**config.mk**
```make
export PLATFORM = sky130hd
export DESIGN_NAME = eeip_policy
export DESIGN_NICKNAME = d
export VERILOG_FILES = /design/src/hw/eeip_pkg.sv /design/src/hw/eeip_txn_policy.sv /design/src/hw/eeip_policy.sv
export SDC_FILE = /design/constraint.sdc
export NUM_CORES = 1
export LEC_CHECK = 0
export ABC_AREA = 1
export ABC_CLOCK_PERIOD_IN_PS = 24100
export BUFFER_PORTS_ARGS = -buffer_cell sky130_fd_sc_hd__buf_2
export CORE_AREA = 5 5 476 478
export DETAILED_ROUTE_END_ITERATION = 6
export DIE_AREA = 0 0 481 483
export PLACE_DENSITY = 0.39
export SYNTH_ARGS = -nofsm -noshare
export SYNTH_HDL_FRONTEND = slang
export SYNTH_SLANG_ARGS = --single-unit
export TNS_END_PERCENT = 1
```
**constraint.sdc**
```tcl
create_clock -name clk_in -period 24.1 [get_ports clk_in]
set_clock_uncertainty 0.15 [all_clocks]
set_input_delay 4.82 -clock clk_in [delete_from_list [all_inputs] [get_ports clk_in]]
set_output_delay 4.82 -clock clk_in [all_outputs]
set_load 0.02 [all_outputs]
```
**src/hw/eeip_pkg.sv**
```systemverilog
package eeip_pkg;

  // ----------------------------------------
  // Status register layout
  // ----------------------------------------
  localparam logic [31:0] STATUS_ADDR = 32'h0000_0500;
  localparam int LOCK_BIT = 0;
  localparam int THR_LSB = 16;
  localparam int THR_MSB = 23;
  localparam logic [63:0] STATUS_RESET = 64'h0000_0000_0000_0000;

  // ----------------------------------------
  // Debug control bit positions
  // ----------------------------------------
  localparam int DBGCTL_TXN_BIT = 15;
  localparam int DR7_TXN_BIT = 11;
  localparam int DR6_TXN_BIT = 16;
  localparam int PEND_TXN_BIT = 16;

  // ----------------------------------------
  // Counts of cycles
  // ----------------------------------------
  localparam logic [3:0] FLUSH_CYCLES = 4'h1;

  // ----------------------------------------
  // Types
  // ----------------------------------------
  typedef enum logic [2:0] {
    EEIP_ACT_NONE,
    EEIP_ACT_RESTART,
    EEIP_ACT_FALLBACK,
    EEIP_ACT_FALLBACK_GP,
    EEIP_ACT_DEBUG_EXIT
  } eeip_txn_act_t;

  typedef struct packed {
    logic leaf_in_enclave;
    logic entry_event;
    logic exit_start;
    logic exit_done;
  } eeip_launch_ev_t;

  typedef struct packed {
    logic in_elision;
    logic in_restricted;
    logic enclave_insn;
    logic fetch_outside;
    logic map_denied;
    logic abort;
    logic fallback_outside;
    logic debug_event;
    logic breakpoint_event;
    logic causes_vm_exit;
  } eeip_txn_ev_t;

endpackage

```
**src/hw/eeip_txn_policy.sv**
```systemverilog
`timescale 1ns/100ps
module eeip_txn_policy (
  // Clock and reset
  input wire logic clk_in,
  input wire logic sys_rst_in,
  // Event inputs
  input wire eeip_pkg::eeip_txn_ev_t ev_in,
  input wire logic in_enclave_in,
  input wire logic opt_in_in,
  input wire logic dr7_txn_en_in,
  input wire logic dbgctl_txn_en_in,
  // Decisions
  output eeip_pkg::eeip_txn_act_t act_out,
  output logic gp_fault_out,
  output logic dr6_clear_out,
  output logic pend_dbg_set_out
);

  logic txn;
  logic dbg_full;
  eeip_pkg::eeip_txn_act_t act_d;

  assign txn = ev_in.in_restricted;
  assign dbg_full = opt_in_in & dr7_txn_en_in & dbgctl_txn_en_in;

  always_comb begin
    act_d = eeip_pkg::EEIP_ACT_NONE;
    if (ev_in.enclave_insn & ev_in.in_elision) begin
      act_d = eeip_pkg::EEIP_ACT_RESTART;
    end else if (in_enclave_in & txn) begin
      if ((ev_in.debug_event | ev_in.breakpoint_event) & dbg_full) begin
        act_d = eeip_pkg::EEIP_ACT_DEBUG_EXIT;
      end else if (ev_in.enclave_insn | ev_in.fetch_outside | ev_in.map_denied |
                   ev_in.abort | ev_in.debug_event | ev_in.breakpoint_event) begin
        act_d = ev_in.fallback_outside ? eeip_pkg::EEIP_ACT_FALLBACK_GP :
                                         eeip_pkg::EEIP_ACT_FALLBACK;
      end
    end else if (txn & ev_in.enclave_insn) begin
      act_d = eeip_pkg::EEIP_ACT_FALLBACK;
    end
  end

  always_ff @(posedge clk_in or posedge sys_rst_in) begin
    if (sys_rst_in) begin
      act_out <= eeip_pkg::EEIP_ACT_NONE;
      gp_fault_out <= 1'b0;
      dr6_clear_out <= 1'b0;
      pend_dbg_set_out <= 1'b0;
    end else begin
      act_out <= act_d;
      gp_fault_out <= (act_d == eeip_pkg::EEIP_ACT_FALLBACK_GP);
      dr6_clear_out <= (act_d == eeip_pkg::EEIP_ACT_DEBUG_EXIT) & ~ev_in.causes_vm_exit;
      pend_dbg_set_out <= (act_d == eeip_pkg::EEIP_ACT_DEBUG_EXIT) & ev_in.causes_vm_exit;
    end
  end

endmodule

```
**src/hw/eeip_policy.sv**
```systemverilog
`timescale 1ns/100ps
module eeip_policy #(
  parameter int BANKS = 8,
  parameter int BANK_BITS = 64
) (
  // Clock and reset
  input wire logic clk_in,
  input wire logic sys_rst_in,
  // Capabilities and firmware setup
  input wire logic safer_mode_capability_in,
  input wire logic feature_enabled_in,
  input wire logic [7:0] fw_threshold_in,
  input wire logic fw_threshold_we_in,
  // Bank enables, as supported mask and current value
  input wire logic [BANKS*BANK_BITS-1:0] bank_supported_in,
  input wire logic [BANKS*BANK_BITS-1:0] bank_enables_in,
  // Enclave state and entry
  input wire logic in_enclave_in,
  input wire logic enclave_entry_in,
  input wire logic enclave_exit_in,
  input wire logic debug_opt_in_flag_in,
  input wire logic enclave_insn_ok_in,
  // Measured launch events
  input wire eeip_pkg::eeip_launch_ev_t launch_in,
  input wire logic launch_module_in,
  input wire logic [7:0] module_version_in,
  // Transaction events and debug enables
  input wire eeip_pkg::eeip_txn_ev_t txn_in,
  input wire logic [31:0] dr7_in,
  input wire logic [31:0] dbgctl_in,
  // Machine check events
  input wire logic machine_check_in,
  input wire logic corrected_error_in,
  // Status register read port
  input wire logic rd_en_in,
  input wire logic [31:0] rd_addr_in,
  output logic [63:0] rd_data_out,
  output logic rd_hit_out,
  // Decisions
  output logic invalid_opcode_fault_out,
  output logic async_exit_out,
  output logic wait_startup_out,
  output logic paused_out,
  output logic launch_shutdown_out,
  output logic launch_allow_out,
  output logic flush_out,
  output logic monitor_clear_out,
  output logic feature_available_out,
  output eeip_pkg::eeip_txn_act_t txn_act_out,
  output logic gp_fault_out,
  output logic dr6_clear_out,
  output logic pend_dbg_set_out,
  output logic opt_in_out
);

  // ----------------------------------------
  // State
  // ----------------------------------------
  typedef enum {
    EEIP_RUN,
    EEIP_WAIT_STARTUP,
    EEIP_PAUSED
  } eeip_rlp_t;

  eeip_rlp_t rlp_q;
  logic lock_q;
  logic [7:0] thr_q;
  logic opt_in_q;
  logic was_enabled_q;
  logic mc_disabled_q;
  logic banks_ok;
  logic [BANKS*BANK_BITS-1:0] bank_prev_q;
  logic bank_dropped;
  logic [BANKS-1:0] bank_drop_each;
  logic [63:0] status;
  logic [3:0] flush_cnt_q;
  logic [3:0] monitor_cnt_q;

  function automatic logic all_set(input logic [BANKS*BANK_BITS-1:0] sup,
                                   input logic [BANKS*BANK_BITS-1:0] val);
    all_set = &(val | ~sup);
  endfunction

  function automatic logic status_hit(input logic en, input logic [31:0] addr);
    status_hit = en & (addr == eeip_pkg::STATUS_ADDR);
  endfunction

  // Lock read live, so a freshly set lock applies at once
  function automatic logic version_blocked(input logic lock, input logic [7:0] ver,
                                           input logic [7:0] thr);
    version_blocked = lock & (ver < thr);
  endfunction

  // ----------------------------------------
  // Measured launch handling
  // ----------------------------------------
  always_ff @(posedge clk_in or posedge sys_rst_in) begin
    if (sys_rst_in) begin
      invalid_opcode_fault_out <= 1'b0;
    end else begin
      invalid_opcode_fault_out <= launch_in.leaf_in_enclave & in_enclave_in;
    end
  end

  always_ff @(posedge clk_in or posedge sys_rst_in) begin
    if (sys_rst_in) begin
      rlp_q <= EEIP_RUN;
    end else begin
      unique case (rlp_q)
        EEIP_RUN: begin
          if (launch_in.entry_event & in_enclave_in) begin
            rlp_q <= EEIP_WAIT_STARTUP;
          end else if (launch_in.exit_start & in_enclave_in & ~launch_in.exit_done) begin
            rlp_q <= EEIP_PAUSED;
          end
        end
        EEIP_WAIT_STARTUP: begin
          if (enclave_entry_in) begin
            rlp_q <= EEIP_RUN;
          end
        end
        EEIP_PAUSED: begin
          if (launch_in.exit_done) begin
            rlp_q <= EEIP_RUN;
          end
        end
      endcase
    end
  end

  assign wait_startup_out = (rlp_q == EEIP_WAIT_STARTUP);
  assign paused_out = (rlp_q == EEIP_PAUSED);

  // ----------------------------------------
  // Version lock and threshold
  // ----------------------------------------
  always_ff @(posedge clk_in or posedge sys_rst_in) begin
    if (sys_rst_in) begin
      lock_q <= eeip_pkg::STATUS_RESET[eeip_pkg::LOCK_BIT];
    end else if (enclave_insn_ok_in) begin
      lock_q <= 1'b1;
    end
  end

  always_ff @(posedge clk_in or posedge sys_rst_in) begin
    if (sys_rst_in) begin
      thr_q <= eeip_pkg::STATUS_RESET[eeip_pkg::THR_MSB:eeip_pkg::THR_LSB];
    end else if (fw_threshold_we_in & ~lock_q) begin
      thr_q <= fw_threshold_in;
    end
  end

  // Decided at launch time against the live lock
  always_ff @(posedge clk_in or posedge sys_rst_in) begin
    if (sys_rst_in) begin
      launch_shutdown_out <= 1'b0;
      launch_allow_out <= 1'b0;
    end else begin
      launch_shutdown_out <= launch_module_in & version_blocked(lock_q, module_version_in, thr_q);
      launch_allow_out <= launch_module_in & ~version_blocked(lock_q, module_version_in, thr_q);
    end
  end

  // ----------------------------------------
  // Status register read
  // ----------------------------------------
  always_comb begin
    status = 64'h0000_0000_0000_0000;
    status[eeip_pkg::LOCK_BIT] = lock_q;
    if (safer_mode_capability_in) begin
      status[eeip_pkg::THR_MSB:eeip_pkg::THR_LSB] = thr_q;
    end
  end

  always_ff @(posedge clk_in or posedge sys_rst_in) begin
    if (sys_rst_in) begin
      rd_data_out <= 64'h0000_0000_0000_0000;
      rd_hit_out <= 1'b0;
    end else begin
      rd_hit_out <= status_hit(rd_en_in, rd_addr_in);
      rd_data_out <= status_hit(rd_en_in, rd_addr_in) ? status : 64'h0000_0000_0000_0000;
    end
  end

  // ----------------------------------------
  // Translation flush on entry and exit
  // ----------------------------------------
  always_ff @(posedge clk_in or posedge sys_rst_in) begin
    if (sys_rst_in) begin
      flush_cnt_q <= 4'h0;
    end else if (enclave_entry_in | enclave_exit_in | async_exit_out) begin
      flush_cnt_q <= eeip_pkg::FLUSH_CYCLES;
    end else if (flush_cnt_q != 4'h0) begin
      flush_cnt_q <= flush_cnt_q - 4'h1;
    end
  end

  assign flush_out = (flush_cnt_q != 4'h0);

  // ----------------------------------------
  // Address monitor clear on entry and exit
  // ----------------------------------------
  // Own counter, loaded with FLUSH_CYCLES on the same events, so monitor timing matches the flush
  always_ff @(posedge clk_in or posedge sys_rst_in) begin
    if (sys_rst_in) begin
      monitor_cnt_q <= 4'h0;
    end else if (enclave_entry_in | enclave_exit_in | async_exit_out) begin
      monitor_cnt_q <= eeip_pkg::FLUSH_CYCLES;
    end else if (monitor_cnt_q != 4'h0) begin
      monitor_cnt_q <= monitor_cnt_q - 4'h1;
    end
  end

  assign monitor_clear_out = (monitor_cnt_q != 4'h0);

  // ----------------------------------------
  // Debug opt-in capture
  // ----------------------------------------
  always_ff @(posedge clk_in or posedge sys_rst_in) begin
    if (sys_rst_in) begin
      opt_in_q <= 1'b0;
    end else if (enclave_entry_in) begin
      opt_in_q <= debug_opt_in_flag_in;
    end
  end

  assign opt_in_out = opt_in_q;

  eeip_txn_policy u_txn (
    .clk_in(clk_in),
    .sys_rst_in(sys_rst_in),
    .ev_in(txn_in),
    .in_enclave_in(in_enclave_in),
    .opt_in_in(opt_in_q),
    .dr7_txn_en_in(dr7_in[eeip_pkg::DR7_TXN_BIT]),
    .dbgctl_txn_en_in(dbgctl_in[eeip_pkg::DBGCTL_TXN_BIT]),
    .act_out(txn_act_out),
    .gp_fault_out(gp_fault_out),
    .dr6_clear_out(dr6_clear_out),
    .pend_dbg_set_out(pend_dbg_set_out)
  );

  // ----------------------------------------
  // Asynchronous exit causes
  // ----------------------------------------
  always_ff @(posedge clk_in or posedge sys_rst_in) begin
    if (sys_rst_in) begin
      async_exit_out <= 1'b0;
    end else begin
      async_exit_out <= in_enclave_in &
                        (machine_check_in | corrected_error_in | launch_in.entry_event |
                         (txn_act_out == eeip_pkg::EEIP_ACT_DEBUG_EXIT));
    end
  end

  // ----------------------------------------
  // Feature availability
  // ----------------------------------------
  assign banks_ok = all_set(bank_supported_in, bank_enables_in);
  // Per-bank reduction keeps each tree small
  for (genvar b = 0; b < BANKS; b++) begin : g_bank_drop
    assign bank_drop_each[b] = |(bank_prev_q[b*BANK_BITS +: BANK_BITS] &
                                 ~bank_enables_in[b*BANK_BITS +: BANK_BITS] &
                                 bank_supported_in[b*BANK_BITS +: BANK_BITS]);
  end

  assign bank_dropped = |bank_drop_each;

  always_ff @(posedge clk_in or posedge sys_rst_in) begin
    if (sys_rst_in) begin
      bank_prev_q <= '0;
    end else begin
      bank_prev_q <= bank_enables_in;
    end
  end

  always_ff @(posedge clk_in or posedge sys_rst_in) begin
    if (sys_rst_in) begin
      was_enabled_q <= 1'b0;
    end else if (feature_enabled_in) begin
      was_enabled_q <= 1'b1;
    end
  end

  // Sticky until reset; no software path can clear it
  always_ff @(posedge clk_in or posedge sys_rst_in) begin
    if (sys_rst_in) begin
      mc_disabled_q <= 1'b0;
    end else if (machine_check_in & (was_enabled_q | feature_enabled_in)) begin
      mc_disabled_q <= 1'b1;
    end else if (bank_dropped) begin
      mc_disabled_q <= 1'b1;
    end
  end

  assign feature_available_out = banks_ok & ~mc_disabled_q;

endmodule

```
Yosys cells after proc, flatten, opt, wreduce, memory -nomap -nowiden:

Index checks and enable logic that the tools add are counted.
Widths: inputs -> output; s select.

* bits in registers: 599
* input bits: 1164
* word-level logic and storage cells: 124

* add/subtract/negate cells: 2
* $lt $le $gt $ge: 1
* eq/ne operators: 11
* muxes and demuxes: 19
* bitwise logic cells: 63
* reduce and logical (&&, ||, !) cells: 9

Operators with widths (number)
* $and 64x64->64: 16
* $not 512->512: 1
* $not 64->64: 8
* $or 512x512->512: 1
* $reduce_and 512->1: 1
* $reduce_or 512->1: 1
* $mux 32: 4
* $pmux 32 s3: 1
* $eq 32x2->1 const B: 2
* $eq 32x1->1 const B: 1
* $eq 32x11->1 const B: 1
* $eq 32x3->1 const B: 1
* $logic_not 32->1: 1
* $mux 24: 1
* $and 1x1->1: 20
* $mux 4: 4
* $mux 3: 4
* $or 1x1->1: 12
* $lt 8x8->1: 1
* $mux 8: 1
* $reduce_bool 4->1: 2
* $sub 4x1->4 const B: 2
* $eq 3x3->1 const B: 2
* $reduce_bool 2->1: 3
* other kinds (7): 14

Depth between registers and ports, before layout:

Gate-level depths: netlist (run 1).

* depth in word-level cells: 11
* depth in mapped cells: 12
* gate-level depth less buffers: 12

Cells and area by module:

From an unflattened synthesis (run 1), not the netlist that was laid out.

* cell total of the unflattened synthesis: 3194
* area total of the unflattened synthesis: 25115.3 µm²

Modules (own cells, without submodules)
* eeip_policy: times used 1, cells each 3160, area each 24833.8 µm², seq. area each 13713.2 µm²
* eeip_txn_policy: times used 1, cells each 34, area each 281.5 µm², seq. area each 150.1 µm²

Worst setup path after synthesis (run 1):

No wires, ideal clock.

* path kind: input port to output port
* from: input bank_enables_in[492]
* to: output feature_available_out
* arrival: 5.760 ns
* required time: 19.130 ns
* slack: 13.370 ns
* stages on the path: 12
* buffers on the path: 0
* cells stage by stage: inv_1 -> nand2_1 -> nand2_1 -> nor2_1 -> nand2_1 -> nor2_1 -> nand2_1 -> nor2_1 -> nand2_1 -> nor2_1 -> nand2_1 -> nor2_1

* cells in the longest elaborated chain, start to end: 3

Ends and longest elaborated chain
* from (decl): line eeip_policy.sv:16 `input wire logic [BANKS*BANK_BITS-1:0] bank_enables_in,`
* $or 512x512->512: line eeip_policy.sv:81 `all_set = &(val | ~sup);`
* $reduce_and 512->1: line eeip_policy.sv:81
* $and 1x1->1: line eeip_policy.sv:296 `assign feature_available_out = banks_ok & ~mc_disabled_q;`
* to (decl): line eeip_policy.sv:48 `output logic feature_available_out,`

Every way passes these cells.

Worst setup path in the final report (run 1):

* from: input bank_enables_in[207]
* to: output feature_available_out

The elaborated chain is that of the path after synthesis.

==> results.py, run 1 <==
metrics = {
    "min_path": {
        "hold_depth": 1,
        "hold_path.class": "reg -> reg",
    },
    "final_layout": {
        "multi_input_area_um2": 8802,
        "seq_area_um2": 13860,
        "syn2layout_area_growth_pct": 48.47,
        "nFillCells": 25502,
        "postLayoutCoreUtil_pct": 16.81,
        "drive_gt1_share_pct": 28.55,
        "layout.nets": 5573,
    },
    "sta": {
        "maxSlewViolCount": 0,
        "worst_pin_slew_ns": 0.8843,
        "finalHoldViolations": 0,
        "fin_setup_tns_ns": 0,
        "setup_viol_count_final": 0,
        "slew_headroom_pct": 41.05,
        "fin_crit_ns": 12.15,
        "rsz0062_at_grt": "false",
        "post-route-period-util_pct": 50.40,
        "fmax_mhz": 82.33,
    },
    "routing": {
        "vias_per_cell": 3.384,
        "wl_met3_um": 20860,
        "ant_nets": 0,
        "via_count": 25326,
        "dr.pass1.iters": 5,
        "wl_met2_um": 80570,
        "wl_per_cell_um": 21.89,
        "wirelength_met1_um": 56670,
        "routed.top_layer": "met5",
        "dr.first_iter.drc_count": 1276,
        "post-route-drc-count": 0,
        "finalWirelength_um": 163800,
    },
    "clock_network": {
        "cts_sinks": 554,
        "cts_resized": 0,
        "clk_latency_ns": 0.70,
        "postCtsHoldBufs": 0,
        "path_clk_slew_ns": 0.05,
        "cts_tree": "yes",
        "cts_root_buf": "clkbuf_16",
        "clockBufferDepth": 3,
        "cts_max_level": 3,
        "numCtsBuffers": 81,
        "cts_setup_buffers": 0,
    },
    "floorplan": {
        "ios": 1245,
        "chipHeight_um": 483,
        "initial_utilization_pct": 11.32,
        "std_cell_rows": 173,
        "core-area_um2": 221400,
        "dieArea_um2": 232300,
        "die_width_um": 481,
    },
    "yosys": {
        "synth_area_leader_cell": "dfrtp_1",
        "yosysMostFrequentCell": "nand2_1",
        "synth.area.top_cells": "dfrtp_1 55%, nand2_1 15%, nand3_1 11%",
        "yosys.area_share.xor_xnor_pct": 0.1048,
        "postSynthCellCount": 3179,
        "synth-edff-count": 0,
        "synthTopCellsByCount": "986 x nand2_1, 583 x inv_1, 554 x dfrtp_1",
        "yosys_warnings": 0,
        "synth_mux_area_share_pct": 0,
        "syn_area_um2": 25070,
        "postSynthAreaPerCell_um2": 7.886,
        "synth-simple-area-share_pct": 32.70,
        "synth_top_area_share_pct": 55.30,
        "ys_types": 34,
        "synth_fa_ha_area_share_pct": 0.6488,
        "async_flop_share_pct": 100.0,
        "synthFlopType": "dfrtp_1",
        "synth_seq_cells": 554,
        "yosysSeqAreaShare_pct": 55.30,
        "synth_top_family_by_area": "simple AND/OR/NAND/NOR gates",
        "synth_compound_area_share_pct": 0.8335,
    },
    "placement": {
        "hpwlAfterDp_um": 144900,
        "io_buffers": 1127,
        "place_congestion": 0.9585,
    },
    "grt": {
        "grt_max_degree": 111,
        "first_global_vias": 25938,
        "grt.total_usage_pct": 13.61,
        "grt_overflow": 0,
        "grt_pass1_wl_um": 215500,
        "antenna_found_initial": 204,
    },
    "power_and_ir_drop": {
        "p_leak_nw": 20.31,
        "power.density_nw_per_um2": 70.03,
        "ir_worst_vdd_v": 0.00005132,
        "power.total_mw": 2.607,
    },
    "status": {
        "status": "completed",
    },
    "critical_path": {
        "arrival_ns": 7.18,
        "path_max_fanout": 2,
        "start_kind": "input port",
        "worstSetupPathType": "in -> out",
        "r2r.worst_path.cells": 10,
        "critPathRequiredTime_ns": 19.13,
        "crit_path_end_kind": "output port",
    },
    "flow_run": {
        "drv_cap": 0,
    },
}
worst paths after layout:
| check | endpoint | startpoint | slack (ns) |
|---|---|---|---|
| max in group asynchronous | bank_prev_q[483] | sys_rst_in | 16.26 |
| setup / recovery | feature_available_out | bank_enables_in[207] | 11.95 |
| min in group asynchronous | rd_data_out[18] | sys_rst_in | 4.06 |
| hold / removal | lock_q | lock_q | 0.32 |
| setup reg to reg | mc_disabled_q | bank_prev_q[151] | 21.61 |
| hold reg to reg | lock_q | lock_q | 0.32 |
layout make-up:
| cell class | count | share of cell area [%] |
|---|---|---|
| Sequential cell | 554 | 37.25 |
| Multi-Input combinational cell | 2040 | 23.65 |
| Timing Repair Buffer | 1136 | 15.37 |
| Tap cell | 2975 | 10.00 |
| Clock buffer | 117 | 6.296 |
| Inverter | 583 | 5.900 |
| Clock inverter | 32 | 1.224 |
| Antenna cell | 47 | 0.3160 |
sequential cells by signal, summed over array words and instances (netlist names):
signal and count:
u_txn.dr6_clear_out 1, bank_prev_q 512, mc_disabled_q 1, async_exit_out 1, u_txn.gp_fault_out 1, u_txn.act_out 3, launch_allow_out 1, rd_hit_out 1
u_txn.pend_dbg_set_out 1, thr_q 8, monitor_cnt_q 4, flush_cnt_q 4, invalid_opcode_fault_out 1, was_enabled_q 1, lock_q 1, opt_in_out 1
rd_data_out 9, rlp_q 2, launch_shutdown_out 1
per-stage QoR:
step / hold slack (ns) / cells / setup slack, ns / cell area, µm²
2_1_floorplan: 0.2885 / 3233 / 3.639 / 25270
3_3_place_gp: 0.3037 / 7288 / 11.66 / 34300
3_5_place_dp: 0.3127 / 7288 / 11.70 / 34300
4_1_cts: 0.3260 / 7437 / 11.69 / 37100
5_1_grt: 0.3409 / 7456 / 11.62 / 37150
6_report: 0.3196 / 7484 / 11.95 / 37220
layout by cell type (no fill, tap or decap), types with 3 or more instances in the layout:
cell type  synthesis  final
clkinv_8           0      3
nor2_1           300    300
dfrtp_1          554    554
nor3_1            14     14
nand2_1          986    986
clkinv_2           0     13
nand4_1           61     61
buf_2              1   1127
diode_2            0     47
clkbuf_16          0     82
clkbuf_8           0     16
a21oi_1           14     14
nor4_1             6      6
o22ai_1            3      3
clkbuf_1           0     19
buf_4             55      8
o21ai_0            6      6
inv_1            583    582
nand3_1          552    552
clkinv_4           0      3
nand3b_1           4      4
bufinv_16          0      9
ha_1              13     13
conb_1             1     55
critical path, cell delays in order:
cell and delay (ns):
buf_2 0.09, inv_1 0.04, nand2_1 0.07, nand2_1 0.06
nor2_1 0.62, nand4_1 0.20, nor3_1 0.19, nand2_1 0.08
nor2_1 0.46, nand2_1 0.11, nor2_1 0.11, buf_2 0.28
power breakdown:
group | total [mW] | internal [mW] | leakage (nW) | switching (mW)
clock network | 1.28 | 0.774 | 1.38 | 0.504
registers | 0.994 | 0.979 | 6.48 | 0.0147
logic | 0.335 | 0.126 | 12.4 | 0.208
routing by layer:
metal	track usage, %	vias up
li1	-	12240
met1	13.39	11340
met2	24.35	1152
met3	8.064	442
met4	3.158	152
met5	0	-
cell families after synthesis:
kind of cell	Yosys count
AO/OA/AOI/OAI	36
XOR/XNOR	3
adder cells (fa/ha/maj)	13
buffers and inverters	639
flip-flops	554
other	1
AND/OR/NAND/NOR	1933
No activity file was read; power rests on OpenSTA's default activity.
==> inputs of run 2 (changes only) <==
Settings changed: ABC_CLOCK_PERIOD_IN_PS 24100 to 10360, PLACE_DENSITY 0.39 to 0.4.
Clock period 24.1 ns to 10.36 ns, I/O delays scaled along.
==> results.py, run 2 (synthesis gave the netlist of run 1 again) <==
metrics = {
    "clock_network": {
        "clk_latency_ns": 0.69,
        "clockBufferDepth": 3,
        "cts_sinks": 554,
        "postCtsHoldBufs": 0,
        "cts_resized": 0,
        "cts_setup_buffers": 0,
        "cts_max_level": 3,
        "cts_root_buf": "clkbuf_16",
        "numCtsBuffers": 80,
        "path_clk_slew_ns": 0.05,
        "cts_tree": "yes",
    },
    "critical_path": {
        "reg2reg_from": "bank_prev_q[416]",
        "crit_path_max_incr_delay_ns": 0.60,
        "critical-path-top-delay-family": "simple AND/OR/NAND/NOR gates",
        "timing.critical_path.mode_cell": "nand2_1",
        "start_kind": "input port",
        "r2r.worst_path.cells": 10,
        "cp-startpoint": "bank_supported_in[257]",
        "r2r_slack_ns": 7.50,
        "crit_buf_inv": 3,
        "crit_path_end_kind": "output port",
        "crit_path_end": "feature_available_out",
        "critPathRequiredTime_ns": 8.14,
        "crit_chain": "buf_2 -> nand2_1 -> nand2_1 -> inv_1 -> nand3_1 -> nor3_1 -> nand2_1 -> nor2_1 -> nand2_1 -> nor2_1 -> buf_2",
        "path_max_fanout": 2,
        "reg2reg_to": "mc_disabled_q",
        "cp.depth": 11,
        "arrival_ns": 4.41,
        "crit_slowest_cell": "nor2_1",
        "worstSetupPathType": "in -> out",
    },
    "sta": {
        "slew_headroom_pct": 33.35,
        "fin_setup_tns_ns": 0,
        "maxSlewViolCount": 0,
        "fin_crit_ns": 6.634,
        "setup_viol_count_final": 0,
        "setup_slack_ns": 3.726,
        "worst_pin_slew_ns": 0.9998,
        "rsz0062_at_grt": "false",
        "finalHoldViolations": 0,
        "post-route-period-util_pct": 64.03,
        "fmax_mhz": 150.7,
    },
    "placement": {
        "dpl_cell_area_um2": 34320,
        "dp_worst_setup_slack_ns": 3.587,
        "place_inst": 7285,
        "hpwlAfterDp_um": 147800,
        "io_buffers": 1127,
        "place_congestion": 0.9428,
    },
    "grt": {
        "antenna_found_initial": 210,
        "grt_max_degree": 136,
        "grt.total_usage_pct": 13.92,
        "grt_overflow": 0,
        "grt_pass1_wl_um": 220800,
        "met3_usage_pct": 7.349,
        "gr-usage-met1_pct": 14.71,
        "grt_util_met2_pct": 24.49,
        "grt_busiest_layer": "met2",
        "first_global_vias": 26370,
    },
    "routing": {
        "ant_nets": 0,
        "finalWirelength_um": 167000,
        "dr.first_iter.drc_count": 1187,
        "post-route-drc-count": 0,
        "vias_per_cell": 3.396,
        "wl_per_cell_um": 22.36,
        "dr.pass1.iters": 5,
        "via_count": 25371,
    },
    "floorplan": {
        "std_cell_rows": 173,
        "ios": 1245,
        "initial_utilization_pct": 11.32,
        "dieArea_um2": 232300,
        "die_width_um": 481,
        "core-area_um2": 221400,
        "chipHeight_um": 483,
    },
    "final_layout": {
        "seq_area_um2": 13860,
        "nFillCells": 25552,
        "drive_gt1_share_pct": 28.47,
        "design_area_um2": 37060,
        "syn2layout_area_growth_pct": 47.81,
        "layout_commonest_cell": "buf_2",
        "final_cells": 7471,
        "multi_input_area_um2": 8802,
        "mostFrequentLayoutCells": "1127 x buf_2, 986 x nand2_1, 582 x inv_1, 554 x dfrtp_1, 552 x nand3_1",
        "largest_reg_flops": 512,
        "layout.nets": 5569,
        "reg_top3": "bank_prev_q x512, rd_data_out x9, thr_q x8",
        "top_register": "bank_prev_q",
    },
    "min_path": {
        "hold_path.class": "reg -> reg",
        "hp-start": "lock_q",
    },
    "power_and_ir_drop": {
        "power.density_nw_per_um2": 159.6,
        "p_leak_nw": 20.23,
        "ir_worst_vdd_v": 0.0001226,
    },
    "flow_run": {
        "drv_cap": 0,
    },
    "status": {
        "status": "completed",
    },
}
## run 2: cell count changes in the layout (fill, tap and decap cells not counted), moves of 3 or more
cell,previous run,this run
buf_4,8,2
bufinv_16,9,3
diode_2,47,42
inv_6,2,7
buf_12,1,4
clkbuf_8,16,19
clkinv_8,3,0
## run 2: area by class of cell
type                    instances  area share (%)
flip-flops and latches        554           37.41
multi-input cells            2040           23.75
repair buffers               1133           15.48
well taps                    2975           10.05
clock buffers                 119           6.483
inverters                     583           5.916
clock inverters                25          0.6280
diodes                         42          0.2836
## run 2: power by group
| group | leakage (nW) | switching, mW | internal, mW | total, mW |
|---|---|---|---|---|
| Combinational | 12.4 | 0.482 | 0.294 | 0.777 |
| Clock | 1.31 | 1.15 | 1.68 | 2.83 |
| Sequential | 6.48 | 0.0336 | 2.28 | 2.31 |
| Total | 20.2 | 1.66 | 4.25 | 5.91 |
## run 2: through the flow
stage / total power, mW / utilization (%) / hold WS, ns
2_1_floorplan: 2.706 / - / 0.2885
3_3_place_gp: 3.138 / 15.50 / 0.3025
3_5_place_dp: 3.147 / 15.50 / 0.3037
4_1_cts: 6.074 / 16.69 / 0.3160
5_1_grt: 6.221 / 16.70 / 0.3267
6_report: 5.913 / 16.73 / 0.3134
## run 2: per-layer routing
layer  up-vias  routed length, µm
li1      12231                  -
met1     11458              62340
met4       142               4790
met5         -                899
met3       452              18720
met2      1088              80260
## run 2: worst min-delay path by stage
| stage | to | slack (ns) | cells past startpoint |
|---|---|---|---|
| 6_report | lock_q | 0.31 | 1 |
| 5_1_grt | lock_q | 0.33 | 1 |
| 4_1_cts | lock_q | 0.32 | 1 |
| 3_5_place_dp | lock_q | 0.30 | 1 |
| 3_3_place_gp | was_enabled_q | 0.30 | 1 |
| 2_1_floorplan | was_enabled_q | 0.29 | 1 |
==> inputs of run 3 (changes only) <==
Settings changed: ABC_CLOCK_PERIOD_IN_PS 10360 to 5490.
Clock period 10.36 ns to 5.49 ns, I/O delays scaled along.
==> results.py, run 3 (synthesis gave the netlist of run 1 again) <==
metrics = {
    "sta": {
        "setup_viol_count_final": 0,
        "slew_headroom_pct": 40.20,
        "maxSlewViolCount": 0,
        "rsz0062_at_grt": "false",
        "holdWs_ns": 0.3144,
        "worst_pin_slew_ns": 0.8951,
        "fmax_mhz": 220.8,
        "fin_crit_ns": 4.530,
        "fin_setup_tns_ns": 0,
        "finalHoldViolations": 0,
        "post-route-period-util_pct": 82.51,
    },
    "clock_network": {
        "cts_tree": "yes",
        "path_clk_slew_ns": 0.06,
        "cts_sinks": 554,
        "cts_root_buf": "clkbuf_16",
        "cts_resized": 0,
        "postCtsHoldBufs": 0,
        "clk_latency_ns": 0.70,
        "cts_max_level": 3,
        "cts_setup_buffers": 0,
        "clockBufferDepth": 3,
        "numCtsBuffers": 79,
    },
    "power_and_ir_drop": {
        "ir_worst_vdd_v": 0.0002338,
        "p_clk_share_pct": 47.6,
        "power.total_mw": 11.12,
        "seq_power_share_pct": 39.2,
        "p_sw_mw": 3.119,
        "p_int_mw": 7.999,
        "combPwrFrac_pct": 13.2,
        "swShare_pct": 28.06,
        "power.density_nw_per_um2": 299.4,
        "p_leak_nw": 20.28,
    },
    "final_layout": {
        "reg_top3": "bank_prev_q x512, rd_data_out x9, thr_q x8",
        "layout.nets": 5581,
        "layout_commonest_cell": "buf_2",
        "nFillCells": 25583,
        "largest_reg_flops": 512,
        "top_register": "bank_prev_q",
        "syn2layout_area_growth_pct": 48.12,
        "final_cells": 7476,
        "multi_input_area_um2": 8802,
        "postLayoutCoreUtil_pct": 16.77,
        "seq_area_um2": 13860,
        "drive_gt1_share_pct": 28.55,
        "mostFrequentLayoutCells": "1127 x buf_2, 986 x nand2_1, 582 x inv_1, 554 x dfrtp_1, 552 x nand3_1",
    },
    "grt": {
        "grt_overflow": 0,
        "grt_busiest_layer": "met2",
        "met3_usage_pct": 8.291,
        "grt_pass1_wl_um": 222500,
        "antenna_found_initial": 239,
        "grt.total_usage_pct": 14.12,
        "first_global_vias": 26153,
        "grt_max_degree": 115,
        "grt_util_met2_pct": 24.40,
        "gr-usage-met1_pct": 14.58,
    },
    "placement": {
        "place_congestion": 0.9295,
        "io_buffers": 1127,
        "place_inst": 7298,
        "hpwlAfterDp_um": 149900,
    },
    "routing": {
        "via_count": 25354,
        "post-route-drc-count": 0,
        "vias_per_cell": 3.391,
        "ant_nets": 0,
        "dr.first_iter.drc_count": 1145,
        "wl_per_cell_um": 22.64,
        "dr.pass1.iters": 5,
        "finalWirelength_um": 169200,
    },
    "status": {
        "status": "completed",
    },
    "critical_path": {
        "crit_path_max_incr_delay_ns": 0.35,
        "critPathRequiredTime_ns": 4.24,
        "start_kind": "input port",
        "arrival_ns": 3.28,
        "crit_slowest_cell": "nor3_1",
        "crit_chain": "buf_2 -> nand2_1 -> nand2_1 -> nor2_1 -> nand4_1 -> nor3_1 -> nand2_1 -> nor2_1 -> buf_4 -> nand2_1 -> nor2_1 -> buf_2",
        "path_max_fanout": 2,
        "worstSetupPathType": "in -> out",
        "crit_path_end_kind": "output port",
        "timing.critical_path.mode_cell": "nand2_1",
    },
    "floorplan": {
        "core-area_um2": 221400,
        "std_cell_rows": 173,
        "ios": 1245,
        "initial_utilization_pct": 11.32,
        "dieArea_um2": 232300,
        "chipHeight_um": 483,
        "die_width_um": 481,
    },
    "flow_run": {
        "drv_cap": 0,
    },
    "min_path": {
        "hold_path.class": "reg -> reg",
    },
}
run 3: cell count changes in the layout (fill, tap and decap cells not counted), sizes merged:
cell | before | now
buf | 1133 | 1146
clkbuf | 119 | 116
diode | 42 | 39
bufinv | 3 | 5
clkinv | 14 | 12
inv | 589 | 587
run 3: final cells by class:
| type | instances | share of cell area (%) |
|---|---|---|
| clock buffers | 116 | 6.214 |
| multi-input cells | 2040 | 23.71 |
| flip-flops and latches | 554 | 37.34 |
| diodes | 39 | 0.2628 |
| clock inverters | 23 | 0.7447 |
| well taps | 2975 | 10.02 |
| repair buffers | 1146 | 15.81 |
| inverters | 583 | 5.904 |
run 3: per-layer routing:
layer,up-vias,share of wire (%),wire [µm]
li1,12257,-,-
met1,11281,36,60400
met2,1150,48,80450
met3,476,13,22050
met4,190,3.1,5192
met5,-,0.68,1144
run 3: final timing paths:
path,start,end,slack (ns),cells past startpoint
worst min-delay path,was_enabled_q,was_enabled_q,0.31,1
min in group asynchronous,sys_rst_in,bank_prev_q[162],0.47,2
max in group asynchronous,sys_rst_in,bank_prev_q[244],3.52,3
worst min register to register,was_enabled_q,was_enabled_q,0.31,1
worst max-delay path,bank_supported_in[272],feature_available_out,0.96,12
worst max register to register,bank_prev_q[417],mc_disabled_q,2.69,10
run 3: through the flow:
stage	cell area [µm²]	setup slack, ns
after floorplan	25280	-3.298
after global placement	34450	0.6554
after detailed placement	34450	0.6862
after CTS	37030	0.6798
after global routing	37080	0.7134
final	37130	0.9601
run 3: worst max-delay path, delay by kind of cell:
kind          cells  cell delay, ns
buf+inv           3            0.67
simple gates      9            1.48
run 3: power groups by stage:
stage               combinational, mW  clock (mW)  sequential [mW]
floorplan                       0.673           0             4.43
global placement                 1.50           0             4.43
detailed placement               1.51           0             4.43
CTS                              1.52        5.57             4.36
global route                     1.68        5.69             4.38
finish                           1.47        5.29             4.36
